==> src/wkd_pkg.sv <==
package wkd_pkg;
  localparam int unsigned CLK_MHZ             = 250;
  localparam int unsigned SHORT_FILTER_US     = 16;
  localparam int unsigned LONG_FILTER_US      = 64;
  localparam int unsigned SHORT_FILTER_CYC    = SHORT_FILTER_US * CLK_MHZ;
  localparam int unsigned LONG_FILTER_CYC     = LONG_FILTER_US * CLK_MHZ;
  localparam int unsigned NUM_WAKE            = 3;
  localparam int unsigned NUM_ALT             = 2;

  // filter_config_control codes
  localparam logic [1:0] FLT_STATIC_SHORT     = 2'h0;
  localparam logic [1:0] FLT_STATIC_LONG      = 2'h1;
  localparam logic [1:0] FLT_CYCLIC_A         = 2'h2;
  localparam logic [1:0] FLT_CYCLIC_B         = 2'h3;
  // pull_source_control codes
  localparam logic [1:0] PULL_NONE            = 2'h0;
  localparam logic [1:0] PULL_DOWN            = 2'h1;
  localparam logic [1:0] PULL_UP              = 2'h2;
  localparam logic [1:0] PULL_AUTO            = 2'h3;
  localparam logic [1:0] PULL_RESET           = 2'h0;

  typedef enum logic [1:0] {
    WKD_MODE_NORMAL,
    WKD_MODE_STOP,
    WKD_MODE_SLEEP,
    WKD_MODE_FAILSAFE
  } wkd_mode_t;

  typedef struct packed {
    logic       enable;
    logic [1:0] pull_cfg;
    logic [1:0] filter_cfg;
  } wkd_chan_cfg_t;

  typedef struct packed {
    logic pull_up_en;
    logic pull_down_en;
  } wkd_pull_t;
endpackage : wkd_pkg

==> src/wkd_chan.sv <==
`timescale 1ns/10ps
module wkd_chan
  import wkd_pkg::*;
#(
  parameter int unsigned SHORT_CYC = SHORT_FILTER_CYC,
  parameter int unsigned LONG_CYC  = LONG_FILTER_CYC
) (
  input  wire logic  i_sys_clk,   // system clock
  input  wire logic  i_arst_n,    // async reset, active low
  input  wire logic  i_pin,       // raw comparator output
  input  wire logic  i_window,    // evaluation allowed
  input  wire logic  i_long,      // use long filter
  output logic       o_level,     // synchronised filtered-free level
  output logic       o_event      // one-cycle recognised edge
);
  localparam int unsigned CW = $clog2(LONG_CYC + 1);

  // refuse counts that the filter counter cannot serve
  if (SHORT_CYC < 1 || LONG_CYC < SHORT_CYC) begin : g_bad_cyc
    $error("wkd_chan: bad filter counts");
  end

  logic          sync1;
  logic          sync2;
  logic          stable;
  logic          running;
  logic [CW-1:0] count;
  logic [CW-1:0] limit;

  assign limit = i_long ? CW'(LONG_CYC) : CW'(SHORT_CYC);

  always_ff @(posedge i_sys_clk or negedge i_arst_n) begin
    if (!i_arst_n) begin
      sync1 <= 1'b0;
      sync2 <= 1'b0;
    end else begin
      sync1 <= i_pin;
      sync2 <= sync1;
    end
  end

  assign o_level = sync2;

  // either edge starts filter, cross-back aborts
  always_ff @(posedge i_sys_clk or negedge i_arst_n) begin
    if (!i_arst_n) begin
      stable  <= 1'b0;
      running <= 1'b0;
      count   <= '0;
      o_event <= 1'b0;
    end else begin
      o_event <= 1'b0;
      if (!i_window) begin
        running <= 1'b0;
        count   <= '0;
      end else if (sync2 == stable) begin
        running <= 1'b0;
        count   <= '0;
      end else if (!running) begin
        running <= 1'b1;
        count   <= CW'(1);
      end else if (count >= limit) begin
        running <= 1'b0;
        count   <= '0;
        stable  <= sync2;
        o_event <= 1'b1;
      end else begin
        count <= count + CW'(1);
      end
      if (!i_window)
        stable <= sync2;
    end
  end
endmodule : wkd_chan

==> src/wkd_detector.sv <==
`timescale 1ns/10ps
module wkd_detector
  import wkd_pkg::*;
#(
  parameter int unsigned SHORT_CYC = SHORT_FILTER_CYC,
  parameter int unsigned LONG_CYC  = LONG_FILTER_CYC
) (
  input  wire logic            i_sys_clk,        // system clock
  input  wire logic            i_arst_n,         // async reset, active low
  input  wire wkd_mode_t       i_mode,           // device operating mode
  input  wire logic [2:0]      i_wake_pin,       // pin one..three comparators
  input  wire logic [1:0]      i_fo_pin,         // fail-safe pins two, three
  input  wire logic [1:0]      i_fo_wake_en,     // fail-safe pins as wake
  input  wire wkd_chan_cfg_t [2:0] i_cfg,        // per-channel settings
  input  wire logic            i_timer_a_on,     // timer a on-time window
  input  wire logic            i_timer_b_on,     // timer b on-time window
  input  wire logic            i_meas_en,        // measure function enable
  input  wire logic [2:0]      i_src_clr,        // clear wake-source flags
  input  wire logic [1:0]      i_alt_clr,        // clear alt-pin flags
  output logic [2:0]           o_wake_source,    // wake_source_status
  output logic [1:0]           o_alt_status,     // alt_pin_wake_status
  output logic [2:0]           o_level_status,   // pin_level_status
  output wkd_pull_t [2:0]      o_pull,           // pull source enables
  output logic                 o_interrupt,      // wake interrupt pulse
  output logic                 o_wakeup          // device wake-up pulse
);
  // refuse counts that the filter counter cannot serve
  if (SHORT_CYC < 1 || LONG_CYC < SHORT_CYC) begin : g_bad_cyc
    $error("wkd_detector: bad filter counts");
  end
  // the pin ports are fixed at three wake and two fail-safe pins
  if (NUM_WAKE != 3 || NUM_ALT != 2) begin : g_bad_num
    $error("wkd_detector: channel counts do not match ports");
  end

  logic [2:0]      lvl;
  logic [2:0]      evt;
  logic [2:0]      window;
  logic [2:0]      cyclic;
  logic [2:0]      long_sel;
  logic [2:0]      enable;
  logic [2:0]      gated;
  logic [2:0]      lvl_upd;
  logic [1:0]      alt_evt;
  logic [2:0]      hit;
  logic            any_hit;
  logic            active_mode;
  wkd_pull_t [2:0] next_pull;
  logic [2:0]      next_level_status;
  logic [2:0]      next_wake_source;
  logic [1:0]      next_alt_status;
  logic            next_interrupt;
  logic            next_wakeup;

  // measure function gates pins one and two
  assign gated = {1'b0, {2{i_meas_en}}};
  // a mode change steers only events recognised after it
  assign active_mode = (i_mode == WKD_MODE_NORMAL) ||
                       (i_mode == WKD_MODE_STOP);

  for (genvar g = 0; g < NUM_WAKE; g++) begin : g_chan
    // filter code selects window and time
    always_comb begin
      cyclic[g]   = i_cfg[g].filter_cfg[1];
      long_sel[g] = i_cfg[g].filter_cfg == FLT_STATIC_LONG;
      case (i_cfg[g].filter_cfg)
        FLT_CYCLIC_A: window[g] = i_timer_a_on;
        FLT_CYCLIC_B: window[g] = i_timer_b_on;
        default:      window[g] = 1'b1;
      endcase
    end

    wkd_chan #(
      .SHORT_CYC (SHORT_CYC),
      .LONG_CYC  (LONG_CYC)
    ) u_chan (
      .i_sys_clk (i_sys_clk),
      .i_arst_n  (i_arst_n),
      .i_pin     (i_wake_pin[g]),
      .i_window  (window[g]),
      .i_long    (long_sel[g]),
      .o_level   (lvl[g]),
      .o_event   (evt[g])
    );

    // each pin carries its own wake enable
    assign enable[g] = i_cfg[g].enable;

    always_comb begin
      next_pull[g] = '0;
      if (!gated[g]) begin
        case (i_cfg[g].pull_cfg)
          PULL_DOWN: begin
            next_pull[g].pull_down_en = 1'b1;
          end
          PULL_UP: begin
            next_pull[g].pull_up_en = 1'b1;
          end
          // follows the synchronised level, so it lags the pin
          PULL_AUTO: begin
            next_pull[g].pull_up_en   = lvl[g];
            next_pull[g].pull_down_en = !lvl[g];
          end
          default: begin
            next_pull[g] = '0;
          end
        endcase
      end
    end

    always_ff @(posedge i_sys_clk or negedge i_arst_n) begin
      if (!i_arst_n) begin
        o_pull[g] <= '0;
      end else begin
        o_pull[g] <= next_pull[g];
      end
    end

    // live level, or sample held in on-time
    assign lvl_upd[g] = active_mode && !gated[g] &&
                        (!cyclic[g] || window[g]);

    // outside the window the last on-time sample is kept
    always_comb begin
      next_level_status[g] = o_level_status[g];
      if (lvl_upd[g]) begin
        next_level_status[g] = lvl[g];
      end
    end

    always_ff @(posedge i_sys_clk or negedge i_arst_n) begin
      if (!i_arst_n) begin
        o_level_status[g] <= 1'b0;
      end else begin
        o_level_status[g] <= next_level_status[g];
      end
    end
  end

  // fail-safe pins use fixed short filter, static
  for (genvar a = 0; a < NUM_ALT; a++) begin : g_alt
    // the level of these pins is not reported, so it is left open
    wkd_chan #(
      .SHORT_CYC (SHORT_CYC),
      .LONG_CYC  (LONG_CYC)
    ) u_alt (
      .i_sys_clk (i_sys_clk),
      .i_arst_n  (i_arst_n),
      .i_pin     (i_fo_pin[a]),
      .i_window  (i_fo_wake_en[a]),
      .i_long    (1'b0),
      .o_level   (),
      .o_event   (alt_evt[a])
    );
  end

  // per-pin enable, gated pins never wake
  assign hit     = evt & enable & ~gated;
  assign any_hit = (|hit) || (|alt_evt);

  // sticky flags; an event beats a clear in one cycle
  always_comb begin
    next_wake_source = (o_wake_source & ~i_src_clr) | hit;
    next_alt_status  = (o_alt_status & ~i_alt_clr) | alt_evt;
  end

  always_comb begin
    next_interrupt = any_hit && active_mode;
    next_wakeup    = any_hit && !active_mode;
  end

  always_ff @(posedge i_sys_clk or negedge i_arst_n) begin
    if (!i_arst_n) begin
      o_wake_source <= '0;
    end else begin
      o_wake_source <= next_wake_source;
    end
  end

  // alt-pin events in their own status
  always_ff @(posedge i_sys_clk or negedge i_arst_n) begin
    if (!i_arst_n) begin
      o_alt_status <= '0;
    end else begin
      o_alt_status <= next_alt_status;
    end
  end

  // one-cycle pulses, kind chosen by mode
  always_ff @(posedge i_sys_clk or negedge i_arst_n) begin
    if (!i_arst_n) begin
      o_interrupt <= 1'b0;
      o_wakeup    <= 1'b0;
    end else begin
      o_interrupt <= next_interrupt;
      o_wakeup    <= next_wakeup;
    end
  end
endmodule : wkd_detector

==> config.mk <==
export PLATFORM = sky130hd
export DESIGN_NAME = wkd_detector
export DESIGN_NICKNAME = d
export VERILOG_FILES = /design/src/wkd_pkg.sv /design/src/wkd_chan.sv /design/src/wkd_detector.sv
export SDC_FILE = /design/constraint.sdc
export NUM_CORES = 1
export LEC_CHECK = 0
export ABC_AREA = 1
export CORE_MARGIN = 2
export CORE_UTILIZATION = 57
export DETAILED_ROUTE_END_ITERATION = 16
export DONT_BUFFER_PORTS = 1
export MAX_ROUTING_LAYER = met4
export PLACE_DENSITY = 0.84
export SLEW_MARGIN = 30
export SYNTH_ARGS = -nofsm -noshare
export SYNTH_HDL_FRONTEND = slang
export SYNTH_SLANG_ARGS = --single-unit
==> constraint.sdc <==
create_clock -name i_sys_clk -period 1.4 [get_ports i_sys_clk]
set_input_delay 0.28 -clock i_sys_clk [delete_from_list [all_inputs] [get_ports i_sys_clk]]
set_output_delay 0.28 -clock i_sys_clk [all_outputs]
set_load 0.01 [all_outputs]
==> results of run 1 <==
[power by group through the flow]
stage	combinational [mW]	clock, mW	sequential [mW]
CTS	1.23	2.01	3.62
floorplan	0.765	0	3.63
global route	1.56	2.15	3.65
detailed placement	1.14	0	3.68
global placement	1.07	0	3.66
finish	1.42	1.99	3.62
[sequential cells by signal, indices dropped and copies added, names as in the netlist]
register               count
g_alt.u_alt.o_event        2
g_chan.u_chan.stable       3
o_wake_source              3
o_wakeup                   1
g_alt.u_alt.count         28
g_alt.u_alt.running        2
g_alt.u_alt.o_level        2
o_interrupt                1
g_chan.u_chan.sync1        3
g_alt.u_alt.sync1          2
g_chan.u_chan.count       42
o_level_status             3
g_chan.u_chan.o_event      3
g_chan.u_chan.running      3
o_pull                     6
g_chan.u_chan.o_level      3
o_alt_status               2
g_alt.u_alt.stable         2
[cell families after synthesis]
group	count (synthesis)	share of synthesized area
AO/OA/AOI/OAI	42	0.0440
XOR/XNOR	43	0.0678
adder cells (fa/ha/maj)	22	0.0496
buffers and inverters	101	0.0728
flip-flops	111	0.500
other	1	0.000675
AND/OR/NAND/NOR	316	0.265
[what timing repair did]
| action | 4_1_cts | 5_1_grt |
|---|---|---|
| endpoints found under the setup margin | 52 | 68 |
| buffers inserted | 3 | 14 |
| endpoints found under the hold margin | 128 | 113 |
| hold buffers | 18 | 2 |
| cloned | 0 | 2 |
| resized for setup | 26 | 67 |
| pin swaps | 21 | 35 |
[critical path, delay by kind of cell (launching register included)]
family | cells | cell delay [ns]
flip-flops | 1 | 0.43
buffers and inverters | 2 | 0.26
AND/OR/NAND/NOR | 7 | 0.67
adder cells (fa/ha/maj) | 1 | 0.26
[cell type report]
| cell class | count | area [um^2] | area share |
|---|---|---|---|
| clock buffer | 9 | 124 | 0.0171 |
| tap | 133 | 166 | 0.0230 |
| sequential | 111 | 2780 | 0.385 |
| multi-input combinational | 427 | 2780 | 0.385 |
| clock inverter | 7 | 77.6 | 0.0107 |
| timing repair inverter | 1 | 6.26 | 0.000866 |
| timing repair buffer | 100 | 878 | 0.122 |
| inverter | 98 | 413 | 0.0572 |
[cells in the mapped netlist]
master,instances
nand2_1,128
dfrtp_1,111
inv_1,90
nor2_1,84
nand3_1,37
xor2_1,31
a21oi_1,23
ha_1,22
nor2_2,17
nand4_1,13
nor3_1,13
nor2_4,12
xnor2_1,12
o21ai_0,8
inv_2,6
nand2_2,5
a21bo_2,3
o21bai_1,3
clkinv_1,2
nand3_2,2
a21boi_0,1
a31o_2,1
a31oi_1,1
buf_12,1
buf_2,1
buf_6,1
conb_1,1
nand3b_1,1
nand4_2,1
nor3_2,1
nor3b_1,1
nor3b_2,1
o211ai_1,1
o22ai_1,1
[path summary, 6_finish.rpt]
check                                      startpoint                          to  slack [ns]  cells after the start
max                        g_chan[2].u_chan.count[12]   g_chan[2].u_chan.count[7]       -0.29                     10
min                                          i_arst_n  g_chan[1].u_chan.count[12]       -0.42                      0
max reg2reg                g_chan[2].u_chan.count[12]   g_chan[2].u_chan.count[7]       -0.29                     10
min reg2reg                      g_alt[1].u_alt.sync1      g_alt[1].u_alt.o_level        0.36                      0
max in group asynchronous                    i_arst_n     g_alt[1].u_alt.count[3]        1.67                      0
min in group i_sys_clk                       i_cfg[7]                   o_pull[2]        0.01                      2
[through the flow]
| stage | setup slack [ns] | util |
|---|---|---|
| 3_3_place_gp | -0.258 | 0.660 |
| 6_report | -0.294 | 0.753 |
| 2_1_floorplan | -0.199 | - |
| 4_1_cts | -0.231 | 0.710 |
| 5_1_grt | -0.381 | 0.753 |
| 3_5_place_dp | -0.330 | 0.660 |
[layer usage]
| metal | part of all wire | GRT usage | vias up |
|---|---|---|---|
| li1 | - | - | 2203 |
| met1 | 0.39 | 0.290 | 2252 |
| met2 | 0.51 | 0.437 | 154 |
| met3 | 0.049 | 0.0481 | 63 |
| met4 | 0.049 | 0.152 | 0 |
| met5 | 0 | - | - |
==> impl_results.md, run 1 <==
- Outcome: finished with violations
- Failing checks: hold timing, setup timing
- Vert. Die Dim: 103 um
- CP Cell Sequence: ha_4 > nand2_2 > nor2_2 > nand3_1 > nand2_1 > inv_2 > nand2_4 > nor2_4 > clkinv_4 > nor2_2
- Top cells by area, synth: dfrtp_1 50%, nand2_1 8.7%, inv_1 6.1%, nor2_1 5.7%, ha_1 5.0%
- CP max stage delay: 0.43 ns
- Area Overhead vs Synth: 30.1%
- Cells after DPL: 831
- Design Area, Final: 7220 um^2
- Final net count: 804
- Total wire length: 13,800 um
- Vias in the first global route: 4,719
- Syn Inst Count: 636
- Io pins: 50
- Yosys warning count: 0
- Setup violators final: 52
- CTS Buf Count: 9
- Clock power frac: 0.283
- P_sw: 2.14 mW
- Post-placement cell area: 6330 um^2
- Die area: 10,500 um^2
- IO Port Bufs: 0
- Minimum clock period after layout: 1.69 ns
- Worst Path Class, Setup: reg -> reg
- Routed WL per cell: 15.6 um
- PnR Total Power: 7.03 mW
- Overall Global Routing Usage: 0.260
- CP Data Required Time: 1.73 ns
- Max Clock Skew: 0.0103 ns
- Routability cong.: 0.930
- Distinct cells, synth: 34
- Final Hold Vio Count: 111
- DR DRC count: 0
- Core region area: 9590 um^2
- Non-Filler Instances: 886
- Sequential share of the synthesized area: 0.500
- Worst VDD drop: 0.556 mV
- RSZ-0062 raised after global routing: true
- Cell Area, Synth: 5550 um^2
- Clk slew on worst S/H paths: 0.11 ns
- Seq cells post-synth: 111
- Share of layout cells above drive strength 1: 0.297
- # rows: 36
- Worst hold path type: in -> async
- H-tree Lvls: 3
- Crit-path slowest cell: dfrtp_1
- Via/cell ratio: 5.27
- Max Clk Rate: 590 MHz
- Antenna violations before repair: 0
- Antenna cells: 0
- Via count: 4,672
- Number of max-cap violations: 0
- # fillers: 564
- Leading cell type in the layout, fill and taps excluded: dfrtp_1
- Clk Latency, worst-skew pair: 0.39 ns
- Die Wd: 103 um
- Routed Antenna Nets: 0
- Internal: 4.89 mW
- Most frequent cells in the layout: 111 x dfrtp_1, 108 x nand2_1, 79 x inv_1
- Most frequent CP cell: nor2_2
- DP HPWL: 8630 um
- Slew Viols, Final: 0
- Leak: 3.25 nW
- CP Capture Type: flop
- CP Data Arrival Time: 2.02 ns
- Combinational power share: 0.202
- First-pass GRT wire length: 20,500 um
- Type of origin of the critical path: flop
- CTS Root Cell: clkbuf_8
- Smallest hold slack: -0.422 ns
- Seq pwr share: 0.516
- Crit path max fanout: 5
- Fin Setup TNS: -10.71 ns
- Post-synthesis area per instance: 8.73 um^2
- Drt initial violations: 254
- CTS max path bufs: 2
- TritonCTS Sinks: 111
- TritonCTS clock tree: done
- Switching share of power: 0.304
- GRT overflow: 0
- Largest net degree at the start of global routing: 112
- Post-route setup slack: -0.294 ns
- Final worst path period share: 1.21
- PD cells: 973 nW/um^2
- Initial Util: 0.579
- Post-synth top area cell: dfrtp_1
- Drt first pass iters: 5
- Synth top area share: 0.500
(Power assumes the default switching activity.)
==> inputs of run 2 (changes only) <==
Settings changed: CORE_UTILIZATION 57 to 58, PLACE_DENSITY 0.84 to 0.85, SYNTH_HIERARCHICAL set to 1.
==> run 2 against run 1 <==
  * The run still ends with hold timing, setup timing left
  * Combinational power shrank 18%
  * Flip-flop and latch count unchanged
  * Critical endpoint is now g_chan[0].u_chan/count[9]
  * Die area up 9.1%
  * Final cell count up 15%
  * Critical path type unchanged
  * Sequential share of layout area decreased by 6.5 points
  * Clock power grew 5%
==> impl_results.md, run 2 <==
- Failing checks: hold timing, setup timing
- Internal: 4.66 mW
- Via/cell ratio: 5.97
- Synth Area in Compound Gates: 0.0342
- Overall Global Routing Usage: 0.301
- CP Data Required Time: 1.71 ns
- GRT overflow: 0
- Post-synth top area cell: dfrtp_1
- TritonCTS Sinks: 111
- Most frequent cells in the layout: 108 x dfrtp_1, 98 x nand2_1, 90 x buf_4
- Post-route setup slack: -0.372 ns
- Initial Util: 0.599
- Pre-CTS setup slack: -0.240 ns
- CTS max path bufs: 2
- Clock power frac: 0.310
- Worst VDD drop: 0.704 mV
- Delay-heaviest family, CP: simple AND/OR/NAND/NOR gates
- Die Wd: 107 um
- Seq pwr share: 0.516
- Clk slew on worst S/H paths: 0.11 ns
- Type of origin of the critical path: flop
- Worst path bufs/invs: 2
- Outcome: finished with violations
- Setup violators final: 85
- Routed WL per cell: 21.1 um
- DR DRC count: 0
- Sequential share of the synthesized area: 0.449
- Total wire length: 21,500 um
- Post-synthesis area per instance: 8.33 um^2
- Most frequent CP cell: nand2_2
- Design Area, Final: 8700 um^2
- Number of max-cap violations: 0
- Routability cong.: 0.899
- Slew Viols, Final: 0
- Largest net degree at the start of global routing: 112
- TritonCTS clock tree: done
- Most used DFF post-synth: dfrtp_1
- Post-synthesis mux area share: 0
- Vert. Die Dim: 107 um
- Via count: 6,071
- Core Util, Final: 0.842
- Core region area: 10,300 um^2
- Distinct cells, synth: 32
- Max Clk Rate: 564 MHz
- Crit path max fanout: 6
- CP Data Arrival Time: 2.08 ns
- Worst Path Class, Setup: reg -> reg
- Hold-fix buffers, CTS: 18
- Area Overhead vs Synth: 40.6%
- # rows: 37
- Smallest hold slack: -0.456 ns
- Combinational power share: 0.174
- Share of layout cells above drive strength 1: 0.429
- Largest family of logic cells by synthesized area: simple AND/OR/NAND/NOR gates
- Leak: 3.95 nW
- Switching share of power: 0.308
- CTS Buf Count: 9
- P_sw: 2.07 mW
- CP Capture Type: flop
- Routed Antenna Nets: 0
- Max Clock Skew: 0.0199 ns
- Seq cells post-synth: 111
- Leading cell type in the layout, fill and taps excluded: dfrtp_1
- CP max stage delay: 0.41 ns
- XOR/XNOR Fraction of Synth Area: 0.0637
- Post-Synth Adder-Cell Area: 0.0607
- Worst hold path type: in -> async
- CP Cell Sequence: ha_1 > nand2_1 > inv_1 > nand2_2 > nor2_2 > nand2_2 > nand3_4 > inv_8 > nand2_8 > nor2_1
- Synth Area in Simple Gates: 0.311
- Cell Area, Synth: 6180 um^2
- Vias in the first global route: 5,839
- Largest register FFs: 42
- Crit-path slowest cell: dfrtp_1
- Final Hold Vio Count: 111
- Synth top area share: 0.449
- RSZ-0062 raised after global routing: true
- Antenna violations before repair: 1
- Drt initial violations: 530
- Yosys warning count: 6
- Io pins: 50
- CTS Root Cell: clkbuf_8
- EDFF count, synth: 0
- # fillers: 456
- Largest regs: g_chan.u_chan/count x42, g_alt.u_alt/count x28, o_pull x6
- H-tree Lvls: 3
- Die area: 11,500 um^2
- Clk Latency, worst-skew pair: 0.42 ns
- Fraction of registers with async set or reset after synthesis: 1.00
- IO Port Bufs: 0
- Top cells by area, synth: dfrtp_1 45%, nand2_1 8.7%, nor2_1 7.5%, inv_1 6.8%, ha_1 6.1%
- PnR Total Power: 6.74 mW
- Post-placement cell area: 6900 um^2
- Minimum clock period after layout: 1.77 ns
- DP HPWL: 9810 um
- Most flops, register: g_chan.u_chan/count
- First-pass GRT wire length: 26,500 um
- Relative slew slack: 0.615
- Synth cell count leaders: 143 x nand2_1, 124 x nor2_1, 112 x inv_1, 111 x dfrtp_1, 66 x nand3_1
- Final net count: 938
- Top-count cell post-synth: nand2_1
- Syn Inst Count: 742
- Tightest Pin Transition: 0.576 ns
- Final worst path period share: 1.27
- PD cells: 775 nW/um^2
- Drt first pass iters: 7
==> run 2: cell type report <==
type / count / area (um^2) / share of cell area
Antenna cell: 2 / 5.00 / 0.000576
Inverter: 127 / 534 / 0.0614
Timing Repair Buffer: 114 / 923 / 0.106
Clock inverter: 6 / 75.1 / 0.00863
Multi-Input combinational cell: 511 / 4080 / 0.469
Clock buffer: 10 / 128 / 0.0147
Sequential cell: 111 / 2780 / 0.320
Tap cell: 136 / 170 / 0.0196
==> run 2: cells by family after synthesis <==
family | Yosys count
simple gates | 395
compound gates | 32
buf+inv | 128
other cells | 1
flops | 111
xor+xnor | 45
fa+ha+maj | 30
==> run 2: metrics by stage <==
step	TNS (ns)	instances
floorplan	-0.892	745
global placement	-7.41	944
detailed placement	-11.38	944
CTS	-6.14	999
global route	-20.26	1017
finish	-15.87	1017
==> run 2: power by group through the flow <==
stage	clock network (mW)	registers (mW)	logic [mW]
after floorplan	0	3.47	0.416
after global placement	0	3.49	0.605
after detailed placement	0	3.50	0.651
after CTS	2.07	3.44	0.837
after global routing	2.22	3.49	1.24
final	2.09	3.48	1.17
==> run 2: final timing paths <==
check                      slack (ns)  cells past startpoint                 startpoint                          to
hold / removal                  -0.46                      0                   i_arst_n  g_chan[1].u_chan/count[12]
min in group i_sys_clk           0.01                      1                  i_cfg[12]                   o_pull[4]
setup / recovery                -0.37                     10  g_chan[0].u_chan/count[8]   g_chan[0].u_chan/count[9]
setup reg to reg                -0.37                     10  g_chan[0].u_chan/count[8]   g_chan[0].u_chan/count[9]
max in group asynchronous        1.60                      0                   i_arst_n     g_alt[1].u_alt/count[1]
hold reg to reg                  0.37                      0       g_alt[0].u_alt/sync1      g_alt[0].u_alt/o_level
==> run 2: what timing repair did <==
| action | in CTS | in global routing |
|---|---|---|
| cloned | 5 | 0 |
| endpoints found under the hold margin | 130 | 111 |
| gates resized for setup | 95 | 172 |
| setup buffers | 16 | 17 |
| pin swaps | 39 | 69 |
| setup endpoints to repair | 84 | 85 |
==> run 2: layer usage <==
layer | part of all wire | track usage | up-vias
li1 | - | - | 2594
met1 | 0.34 | 0.318 | 2927
met2 | 0.52 | 0.542 | 386
met3 | 0.064 | 0.0648 | 164
met4 | 0.077 | 0.130 | 0
met5 | 0 | - | -
